## src/rtl/ramp_mode_defs.vh

```
// Constants shared by the ramp mode and speed threshold logic.
`ifndef RAMP_MODE_DEFS_VH
`define RAMP_MODE_DEFS_VH

// Register port geometry.
`define REG_ADDR_W 7
`define REG_DATA_W 32

// Register offsets.
`define ADDR_HIGH_SPEED_THRESHOLD 7'h15
`define ADDR_MOTION_PROFILE 7'h20
`define ADDR_CURRENT_POSITION 7'h21
`define ADDR_CURRENT_VELOCITY 7'h22

// Field widths.
`define THRESH_W 20
`define PROFILE_W 2
`define POSITION_W 32
`define VELOCITY_W 24
`define FAST_DECAY_W 4

// Reset values.
`define RST_THRESHOLD 20'h00000
`define RST_PROFILE 2'h0
`define RST_POSITION 32'h00000000
`define RST_VELOCITY 24'h000000
`define RST_RDATA 32'h00000000

// Motion profile encodings.
`define PROFILE_POSITIONING 2'h0
`define PROFILE_VELOCITY_POS 2'h1
`define PROFILE_VELOCITY_NEG 2'h2
`define PROFILE_HOLD 2'h3

// Chopper values forced in the high speed range.
`define CHOPPER_TYPE_FORCED 1'b1
`define FAST_DECAY_FORCED 4'h0

// Stall blanking after a threshold crossing, in electrical period ticks.
`define BLANK_CNT_W 2
`define BLANK_TICKS 2'h3
`define BLANK_ZERO 2'h0
`define BLANK_ONE 2'h1

// Velocity limits of the signed readout, and the position step.
`define VELOCITY_MOST_NEG 24'h800000
`define VELOCITY_LEAST_NEG_OK 24'h800001
`define POSITION_ONE 32'h00000001

`endif

```

## src/rtl/stall_blank_timer.v

```verilog
// Stall detection blanking timer started by a threshold crossing.
`timescale 1ns/1ns
`default_nettype none
`include "ramp_mode_defs.vh"

module stall_blank_timer (
  input wire ref_clk,
  input wire rst,
  input wire crossing,
  input wire period_tick,
  output reg blanking
);

  reg [`BLANK_CNT_W-1:0] ticks_left;

  // Counting three tick edges after the crossing gives between two and three
  // whole periods, since the crossing lands anywhere inside a period.
  always @(posedge ref_clk) begin
    if (rst) begin
      ticks_left <= `BLANK_ZERO;
      blanking <= 1'b0;
    end else if (crossing) begin
      ticks_left <= `BLANK_TICKS;
      blanking <= 1'b1;
    end else if (blanking && period_tick) begin
      ticks_left <= ticks_left - `BLANK_ONE;
      if (ticks_left == `BLANK_ONE) begin
        blanking <= 1'b0;
      end
    end
  end

endmodule // stall_blank_timer
`default_nettype wire

```

## src/rtl/ramp_mode_and_speed_threshold.v

```verilog
// Speed threshold, motion profile, position and velocity registers of the motion unit.
//
// Summary of operation
// - 20-bit unsigned high speed step time threshold, resets to zero, read and write.
// - Each threshold crossing either way blanks stall detection for 2 to 3 periods.
// - At or below threshold, load-adaptive current reduction is off, normal current scale.
// - At or below threshold, voltage PWM chopper mode is off.
// - With fast chopper switch, high speed forces chopper type 1, fast decay 0.
// - With fast fullstep, high speed drives fullstep and dynamic-step stall detection.
// - Profile select in bits 1:0, resets to zero; 0 is positioning mode.
// - Profile 1 runs velocity mode to positive speed limit, main acceleration only.
// - Profile 2 runs velocity mode to negative speed limit, main acceleration only.
// - Profile 3 holds present velocity unless a stop event occurs.
// - Signed 32-bit current position, resets to zero, read and write.
// - In positioning mode a position write starts motion toward the target.
// - Signed 24-bit read-only velocity, resets to zero, range plus or minus 2^23-1.
// - Velocity sign follows direction; negative means position decreasing.
// - Load-adaptive control allowed only above threshold, up to and including the speed floor.
`timescale 1ns/1ns
`default_nettype none
`include "ramp_mode_defs.vh"

module ramp_mode_and_speed_threshold (
  input wire ref_clk,
  input wire rst,
  // Register port.
  input wire [`REG_ADDR_W-1:0] reg_addr,
  input wire [`REG_DATA_W-1:0] reg_wdata,
  input wire reg_wr,
  input wire reg_rd,
  output reg [`REG_DATA_W-1:0] reg_rdata,
  output reg reg_rvalid,
  // Measured step interval and load-adapt floor from the rest of the unit.
  input wire [`THRESH_W-1:0] measured_step_interval,
  input wire [`THRESH_W-1:0] load_adapt_speed_floor,
  // Chopper and feature configuration from the rest of the unit.
  input wire load_adapt_cfg_en,
  input wire voltage_pwm_cfg_en,
  input wire fast_chopper_switch_en,
  input wire fast_fullstep_en,
  input wire chopper_type_cfg,
  input wire [`FAST_DECAY_W-1:0] fast_decay_cfg,
  input wire stall_detect_cfg_en,
  // Ramp generator side.
  input wire electrical_period_tick,
  input wire [`VELOCITY_W-1:0] ramp_velocity,
  input wire ramp_velocity_valid,
  input wire step_pulse,
  input wire stop_event,
  // Chopper and stall controls.
  output reg high_speed,
  output reg load_adapt_en,
  output reg normal_current_scale,
  output reg voltage_pwm_en,
  output reg chopper_type,
  output reg [`FAST_DECAY_W-1:0] fast_decay_duration,
  output reg fullstep_en,
  output reg stall_detect_en,
  output reg dyn_step_stall_sel,
  // Motion profile controls.
  output reg positioning_mode,
  output reg velocity_mode,
  output reg velocity_target_negative,
  output reg main_accel_only,
  output reg hold_velocity,
  output reg motion_start,
  output reg step_dir_down
);

  // Software visible state.
  reg [`THRESH_W-1:0] high_speed_step_time_threshold;
  reg [`PROFILE_W-1:0] motion_profile_select;
  reg [`POSITION_W-1:0] current_position;
  reg [`VELOCITY_W-1:0] current_velocity;

  // Internal state.
  reg high_speed_prev;
  reg high_speed_seen;

  wire blanking;
  wire in_high_speed;
  wire in_load_window;
  wire crossing;
  wire wr_threshold;
  wire wr_profile;
  wire wr_position;
  wire [`VELOCITY_W-1:0] clamped_velocity;
  wire load_adapt_active;
  wire fast_chop_active;
  wire fast_fullstep_active;

  reg [`REG_DATA_W-1:0] next_rdata;

  // Unsigned at-or-below compare of two step intervals.
  function at_or_below;
    input [`THRESH_W-1:0] value;
    input [`THRESH_W-1:0] limit;
    begin
      at_or_below = (value <= limit);
    end
  endfunction

  // Zero extension of a field to a full data word.
  function [`REG_DATA_W-1:0] widen20;
    input [`THRESH_W-1:0] field;
    begin
      widen20 = {{(`REG_DATA_W-`THRESH_W){1'b0}}, field};
    end
  endfunction

  // Zero extension of the profile field to a full data word.
  function [`REG_DATA_W-1:0] widen_profile;
    input [`PROFILE_W-1:0] field;
    begin
      widen_profile = {{(`REG_DATA_W-`PROFILE_W){1'b0}}, field};
    end
  endfunction

  // Zero extension of the velocity field; the sign is not carried upward.
  function [`REG_DATA_W-1:0] widen_velocity;
    input [`VELOCITY_W-1:0] field;
    begin
      widen_velocity = {{(`REG_DATA_W-`VELOCITY_W){1'b0}}, field};
    end
  endfunction

  // Address decode of the write strobes.
  assign wr_threshold = reg_wr && (reg_addr == `ADDR_HIGH_SPEED_THRESHOLD);
  assign wr_profile = reg_wr && (reg_addr == `ADDR_MOTION_PROFILE);
  assign wr_position = reg_wr && (reg_addr == `ADDR_CURRENT_POSITION);

  // Speed range classification.
  // The equal bound counts as high speed, so the load window opens just above it.
  assign in_high_speed = at_or_below(measured_step_interval,
                                     high_speed_step_time_threshold);
  assign in_load_window = !in_high_speed &&
                          at_or_below(measured_step_interval,
                                      load_adapt_speed_floor);

  // Feature qualifiers shared by several registered controls.
  assign load_adapt_active = load_adapt_cfg_en && in_load_window;
  assign fast_chop_active = fast_chopper_switch_en && in_high_speed;
  assign fast_fullstep_active = fast_fullstep_en && in_high_speed;

  // A crossing is only counted once a previous sample exists.
  assign crossing = high_speed_seen && (in_high_speed != high_speed_prev);

  // The most negative code has no positive twin, so it is folded in.
  assign clamped_velocity = (ramp_velocity == `VELOCITY_MOST_NEG) ?
                            `VELOCITY_LEAST_NEG_OK : ramp_velocity;

  stall_blank_timer u_blank (
    .ref_clk(ref_clk),
    .rst(rst),
    .crossing(crossing),
    .period_tick(electrical_period_tick),
    .blanking(blanking)
  );

  // Threshold register.
  always @(posedge ref_clk) begin
    if (rst) begin
      high_speed_step_time_threshold <= `RST_THRESHOLD;
    end else if (wr_threshold) begin
      high_speed_step_time_threshold <= reg_wdata[`THRESH_W-1:0];
    end
  end

  // Motion profile register.
  always @(posedge ref_clk) begin
    if (rst) begin
      motion_profile_select <= `RST_PROFILE;
    end else if (wr_profile) begin
      motion_profile_select <= reg_wdata[`PROFILE_W-1:0];
    end
  end

  // Position counter; a software write takes priority over a step.
  always @(posedge ref_clk) begin
    if (rst) begin
      current_position <= `RST_POSITION;
    end else if (wr_position) begin
      current_position <= reg_wdata;
    end else if (step_pulse) begin
      if (current_velocity[`VELOCITY_W-1]) begin
        current_position <= current_position - `POSITION_ONE;
      end else begin
        current_position <= current_position + `POSITION_ONE;
      end
    end
  end

  // Velocity readout, read only.
  always @(posedge ref_clk) begin
    if (rst) begin
      current_velocity <= `RST_VELOCITY;
    end else if (ramp_velocity_valid) begin
      current_velocity <= clamped_velocity;
    end
  end

  // Direction of steps follows the velocity sign.
  always @(posedge ref_clk) begin
    if (rst) begin
      step_dir_down <= 1'b0;
    end else if (ramp_velocity_valid) begin
      step_dir_down <= clamped_velocity[`VELOCITY_W-1];
    end
  end

  // Crossing tracker.
  always @(posedge ref_clk) begin
    if (rst) begin
      high_speed_prev <= 1'b0;
      high_speed_seen <= 1'b0;
    end else begin
      high_speed_prev <= in_high_speed;
      high_speed_seen <= 1'b1;
    end
  end

  // Chopper and current controls by speed range.
  always @(posedge ref_clk) begin
    if (rst) begin
      high_speed <= 1'b0;
      load_adapt_en <= 1'b0;
      // Full current is the safe state until the speed range is known.
      normal_current_scale <= 1'b1;
      voltage_pwm_en <= 1'b0;
      chopper_type <= 1'b0;
      fast_decay_duration <= `FAST_DECAY_FORCED;
      fullstep_en <= 1'b0;
    end else begin
      high_speed <= in_high_speed;
      load_adapt_en <= load_adapt_active;
      normal_current_scale <= !load_adapt_active;
      voltage_pwm_en <= voltage_pwm_cfg_en && !in_high_speed;
      if (fast_chop_active) begin
        chopper_type <= `CHOPPER_TYPE_FORCED;
        fast_decay_duration <= `FAST_DECAY_FORCED;
      end else begin
        chopper_type <= chopper_type_cfg;
        fast_decay_duration <= fast_decay_cfg;
      end
      fullstep_en <= fast_fullstep_active;
    end
  end

  // Stall detection gating and method.
  always @(posedge ref_clk) begin
    if (rst) begin
      stall_detect_en <= 1'b0;
      dyn_step_stall_sel <= 1'b0;
    end else begin
      stall_detect_en <= stall_detect_cfg_en && !blanking && !crossing;
      dyn_step_stall_sel <= fast_fullstep_active;
    end
  end

  // Motion profile decode for the ramp generator.
  always @(posedge ref_clk) begin
    if (rst) begin
      positioning_mode <= 1'b1;
      velocity_mode <= 1'b0;
      velocity_target_negative <= 1'b0;
      main_accel_only <= 1'b0;
      hold_velocity <= 1'b0;
    end else begin
      positioning_mode <= 1'b0;
      velocity_mode <= 1'b0;
      velocity_target_negative <= 1'b0;
      main_accel_only <= 1'b0;
      hold_velocity <= 1'b0;
      case (motion_profile_select)
        `PROFILE_POSITIONING: begin
          positioning_mode <= 1'b1;
        end
        `PROFILE_VELOCITY_POS: begin
          velocity_mode <= 1'b1;
          main_accel_only <= 1'b1;
        end
        `PROFILE_VELOCITY_NEG: begin
          velocity_mode <= 1'b1;
          velocity_target_negative <= 1'b1;
          main_accel_only <= 1'b1;
        end
        `PROFILE_HOLD: begin
          // A stop event releases the hold so the ramp can brake.
          hold_velocity <= !stop_event;
        end
        default: begin
          positioning_mode <= 1'b1;
        end
      endcase
    end
  end

  // A position write in positioning mode changes the distance to go.
  always @(posedge ref_clk) begin
    if (rst) begin
      motion_start <= 1'b0;
    end else begin
      motion_start <= wr_position &&
                      (motion_profile_select == `PROFILE_POSITIONING);
    end
  end

  // Read multiplexer; unmapped offsets read as zero.
  always @* begin
    next_rdata = `RST_RDATA;
    case (reg_addr)
      `ADDR_HIGH_SPEED_THRESHOLD: begin
        next_rdata = widen20(high_speed_step_time_threshold);
      end
      `ADDR_MOTION_PROFILE: begin
        next_rdata = widen_profile(motion_profile_select);
      end
      `ADDR_CURRENT_POSITION: begin
        next_rdata = current_position;
      end
      `ADDR_CURRENT_VELOCITY: begin
        next_rdata = widen_velocity(current_velocity);
      end
      default: begin
        next_rdata = `RST_RDATA;
      end
    endcase
  end

  // Read data is captured on the read strobe and held until the next one.
  always @(posedge ref_clk) begin
    if (rst) begin
      reg_rdata <= `RST_RDATA;
      reg_rvalid <= 1'b0;
    end else begin
      reg_rvalid <= reg_rd;
      if (reg_rd) begin
        reg_rdata <= next_rdata;
      end
    end
  end

endmodule // ramp_mode_and_speed_threshold
`default_nettype wire

```

## config.mk

```make
export PLATFORM = sky130hd
export DESIGN_NAME = ramp_mode_and_speed_threshold
export DESIGN_NICKNAME = d
export VERILOG_FILES = /design/src/rtl/stall_blank_timer.v /design/src/rtl/ramp_mode_and_speed_threshold.v
export VERILOG_INCLUDE_DIRS = /design/src /design/src/rtl
export SDC_FILE = /design/constraint.sdc
export NUM_CORES = 1
export LEC_CHECK = 0
export ABC_AREA = 0
export BUFFER_PORTS_ARGS = -buffer_cell sky130_fd_sc_hd__buf_2
export CAP_MARGIN = 0
export CORE_ASPECT_RATIO = 1.4
export CORE_UTILIZATION = 46
export DETAILED_ROUTE_END_ITERATION = 10
export PLACE_DENSITY = 0.69
export RECOVER_POWER = 100
export SLEW_MARGIN = 20
export SYNTH_ARGS = -nofsm -noshare
export SYNTH_HDL_FRONTEND = slang
export SYNTH_SLANG_ARGS = --single-unit
```

## constraint.sdc

```tcl
create_clock -name ref_clk -period 4.7 [get_ports ref_clk]
set_input_delay 0 -clock ref_clk [delete_from_list [all_inputs] [get_ports ref_clk]]
set_output_delay 0 -clock ref_clk [all_outputs]
set_load 0.03 [all_outputs]
```

==> Implementation_results.wiki <==
{| class="wikitable"
! Metric !! Value
|-
| Run status || complete, but fails checks
|-
| Violations in the final reports || design-rule violations, max-capacitance violations, max-slew violations
|-
| Fraction of layout cells with a size suffix above 1 || 13.8%
|-
| Clk Tree Root Cell || clkbuf_16
|-
| Power Internal || about 2.1 mW
|-
| Cell area power density || approximately 290 mW/mm2
|-
| Share of Yosys cell area claimed by the top area cell type || roughly 32%
|-
| Effective utilization at floorplan || a little under half
|-
| Clock Latency Late Sink || roughly 0.43 ns
|-
| Element type at the critical path start || input pin
|-
| Chip width || approximately 110 um
|-
| Part of the total power dissipated in the clock network || 43.1%
|-
| Total core area || ~0.017 mm2
|-
| Combined area of the multi-input logic cells || 0.00503 mm2
|-
| Static Leak || around 4.3 nW
|-
| Pwr Total || between 3 and 4 mW
|-
| Initial antenna violation count || 0
|-
| Share of synthesized area occupied by flip-flops and latches || around a third
|-
| Count of pins over their slew limit || 74
|-
| Family with the most delay on the worst path || buffers and inverters
|-
| Min-Delay Path Class || in2reg
|-
| Total instance count after detailed placement || around 1400
|-
| Signal arrival time at the worst endpoint || 3.60 ns
|-
| WS Path Type || in2reg
|-
| Kind of capture point of the worst setup path || flop
|-
| Wire length of the first global-routing pass || between 40 and 50 mm
|-
| Crit path time final || 3.29 ns
|-
| DR vias || 8550
|-
| Final period util || 69.9%
|-
| DR iter-0 viols || about 490
|-
| Complex-gate fraction of the synthesized area || a little under a quarter
|-
| Area used by sequential logic in the layout || approximately 0.0026 mm2
|-
| Async SR Flop Fraction || 0%
|-
| Global routing usage summed across all routing layers || 30.4%
|-
| Clock sink count || 131
|-
| Largest area contributor in the netlist || dfxtp_1
|-
| Most frequent cells in the layout || dfxtp_1, a21oi_1, nor2_1
|-
| Critical path buffers and inverters || 3
|-
| Final instance count without filler cells || around 1500
|-
| Io pins || 173
|-
| Number of inserted filler cells in the final layout || about 1700
|-
| Clk pin slew, worst setup/hold paths || roughly 0.06 ns
|-
| Post CTS Setup Buffer Count || 0
|-
| Flip-flop cell with the highest count after synthesis || dfxtp_1
|-
| Wirelength, routed || between 20 and 30 mm
|-
| Syn_nets || 1226
|-
| Commonest non-fill, non-tap cell in the layout || dfxtp_1
|-
| Worst IR Drop VDD || about 0.19 mV
|-
| Number of setup violations in the final report || 0
|-
| Seq pwr share || just under 40%
|-
| Critical Path Fanout Max || 69
|-
| Vias in the first global route || roughly 8400
|-
| Post-synthesis xor/xnor area fraction || under 10%
|-
| Vert. Die Dim || 160 um
|-
| Unrepaired setup endpoints after global routing || false
|-
| Number of synthesized flops with an enable pin || 0
|-
| Signed area change from the synthesized netlist to the final layout || 26.7%
|-
| Number of antenna cells inserted || 0
|-
| Setup Skew || approximately 0.01 ns
|-
| Count of distinct cell types in the synthesized netlist || 68
|-
| Detail Placement HPWL || ~20 mm
|-
| Share of total power in combinational logic || between 15 and 20%
|-
| Final core utilization || roughly three fifths
|-
| Main combinational cell family by area after synthesis || compound AO/OA/AOI/OAI gates
|-
| Port Buf Inserts || ~170
|-
| Top cells by area in the synthesized netlist || dfxtp_1, ha_1, a21oi_1
|-
| Final #Nets || about 1400
|-
| H-tree depth || 4
|-
| Remaining global-route overflow || 0
|-
| Synthesized area per cell || 7.94 um2
|-
| Net Sw Frac || 29.5%
|-
| Slowest cell on the critical path || clkbuf_1
|-
| Switching pwr || a little under 900 uW
|-
| Area post-placement || approximately 0.0091 mm2
|-
| Fraction of synthesized area in multiplexers || under 10%
|-
| Actual transition at the worst max-transition pin || between 2 and 3 ns
|-
| Worst rel slew slack || -73.9%
|-
| Site row count || 57
|-
| Vias per std cell || 5.73
|-
| Buffer depth of the longest clock path || 2
|-
| Setup_tns || 0 ns
|-
| Post-route antenna net violation count || 0
|-
| Number of iterations in the first detailed-routing pass || 9
|-
| Cts bufs inserted || 17
|-
| Number of storage elements in the synthesis netlist || roughly 130
|-
| Cells after Synth || 1030
|-
| Final standard cell area without fillers || approximately 0.010 mm2
|-
| CTS tree || done
|-
| Die Footprint || between 0.015 and 0.02 mm2
|-
| Data required time at the worst endpoint || 5.01 ns
|-
| Largest stage delay, worst path || roughly 1.8 ns
|-
| Maximum capacitance violations || 2
|-
| GP Congestion || ~0.94
|-
| Post-Synthesis Cell Area || between 0.008 and 0.009 mm2
|-
| Yosys synthesis warning count || 0
|-
| Post-detailed-route DRC marker count || 1
|-
| Fin. Hold Viols || 0
|-
| Routed wire per std cell || between 15 and 20 um
|-
| FMAX || slightly above 300 MHz
|-
| Area share of and/or/nand/nor cells after synthesis || a little over a fifth
|-
| Largest net degree at the start of global routing || 70
|-
| Worst-path cell chain || clkbuf_1 > buf_4 > a21oi_1 > and2_0 > dlygate4sd3_1
|-
| Post-Synth Adder-Cell Area || approximately 12%
|}
==> stage by stage <==
step | hold slack, ns | setup slack (ns)
CTS | 0.0300 | 1.55
global placement | 0.167 | 1.62
global route | 0.0661 | 1.17
floorplan | 0.0739 | 1.51
detailed placement | 0.170 | 1.58
finish | 0.0387 | 1.41
==> path summary, 6_finish.rpt <==
check	slack, ns	end	startpoint	depth (start not counted)
worst max-delay path	1.41	fast_decay_duration[1]$_SDFF_PP0_	rst	5
worst min-delay path	0.04	reg_rdata[27]$_SDFFE_PP0P_	reg_addr[3]	5
worst max register to register	1.48	current_position[24]$_SDFFE_PP0P_	current_velocity[23]$_SDFFE_PP0P_	7
worst min register to register	0.47	reg_rdata[31]$_SDFFE_PP0P_	reg_rdata[31]$_SDFFE_PP0P_	2
==> synthesized netlist by cell type, drive strengths merged, types with 6 or more instances <==
library cell / instances
a31oi: 7
nand4: 13
a222oi: 20
and2: 11
nand3: 41
a21boi: 6
nor3: 15
nand2: 99
buf: 31
mux2i: 29
a211oi: 18
dfxtp: 131
inv: 54
a21oi: 129
and3: 16
nor2: 124
xnor2: 10
a21o: 11
ha: 74
nor4: 8
a2111oi: 7
nor2b: 7
o21ai: 36
o211ai: 7
clkbuf: 33
xor2: 16
==> routing by layer <==
metal  GRT usage, %  up-vias  wire length [um]
met5              0        -                 0
met4           20.3        0              1710
met3           4.36       90              1380
met2           55.8      357             14300
met1           31.4     3956             10500
li1               -     4147                 -
==> layout make-up <==
type	count	share of cell area, %
flip-flops and latches	131	25.3
clock buffers	19	4.27
multi-input cells	780	48.5
repair buffers	259	15.8
clock inverters	13	1.21
inverters	55	1.99
well taps	236	2.85
==> power by group through the flow <==
stage	Sequential [mW]	Combinational, mW	Clock [mW]
after floorplan	1.22	0.302	0
after global placement	1.23	0.465	0
after detailed placement	1.23	0.469	0
after CTS	1.20	0.522	1.31
after global routing	1.21	0.572	1.36
final	1.20	0.521	1.31
==> kinds of logic (layout without fill, tap and decap cells) <==
group,after synthesis,after routing
adders and majority gates,75,75
xor gates and xnor gates,26,26
AOI/OAI and AO/OA,286,286
and+or+nand+nor,364,364
DFF,131,131
muxes,29,29
buffers and inverters,119,346
==> registers in the layout (all words and copies together) (netlist names), 2 cells and up <==
register / count
motion_profile_select: 2
fast_decay_duration: 4
u_blank.ticks_left: 2
reg_rdata: 32
high_speed_step_time_threshold: 20
current_velocity: 24
current_position: 32
==> worst reg2reg max path, delay by kind of cell, from the launching register on <==
kind,cells,cell delay (ns)
AOI/OAI and AO/OA,5,1.48
adders and majority gates,1,0.38
buffers and inverters,1,0.41
DFF,1,0.71
==> repair_timing <==
action                                 4_1_cts  5_1_grt
resized for setup                            0        0
endpoints found under the hold margin       97        0
hold buffers                                77        0
setup endpoints to repair                    0        0
No activity file was read; power rests on OpenSTA's default activity.
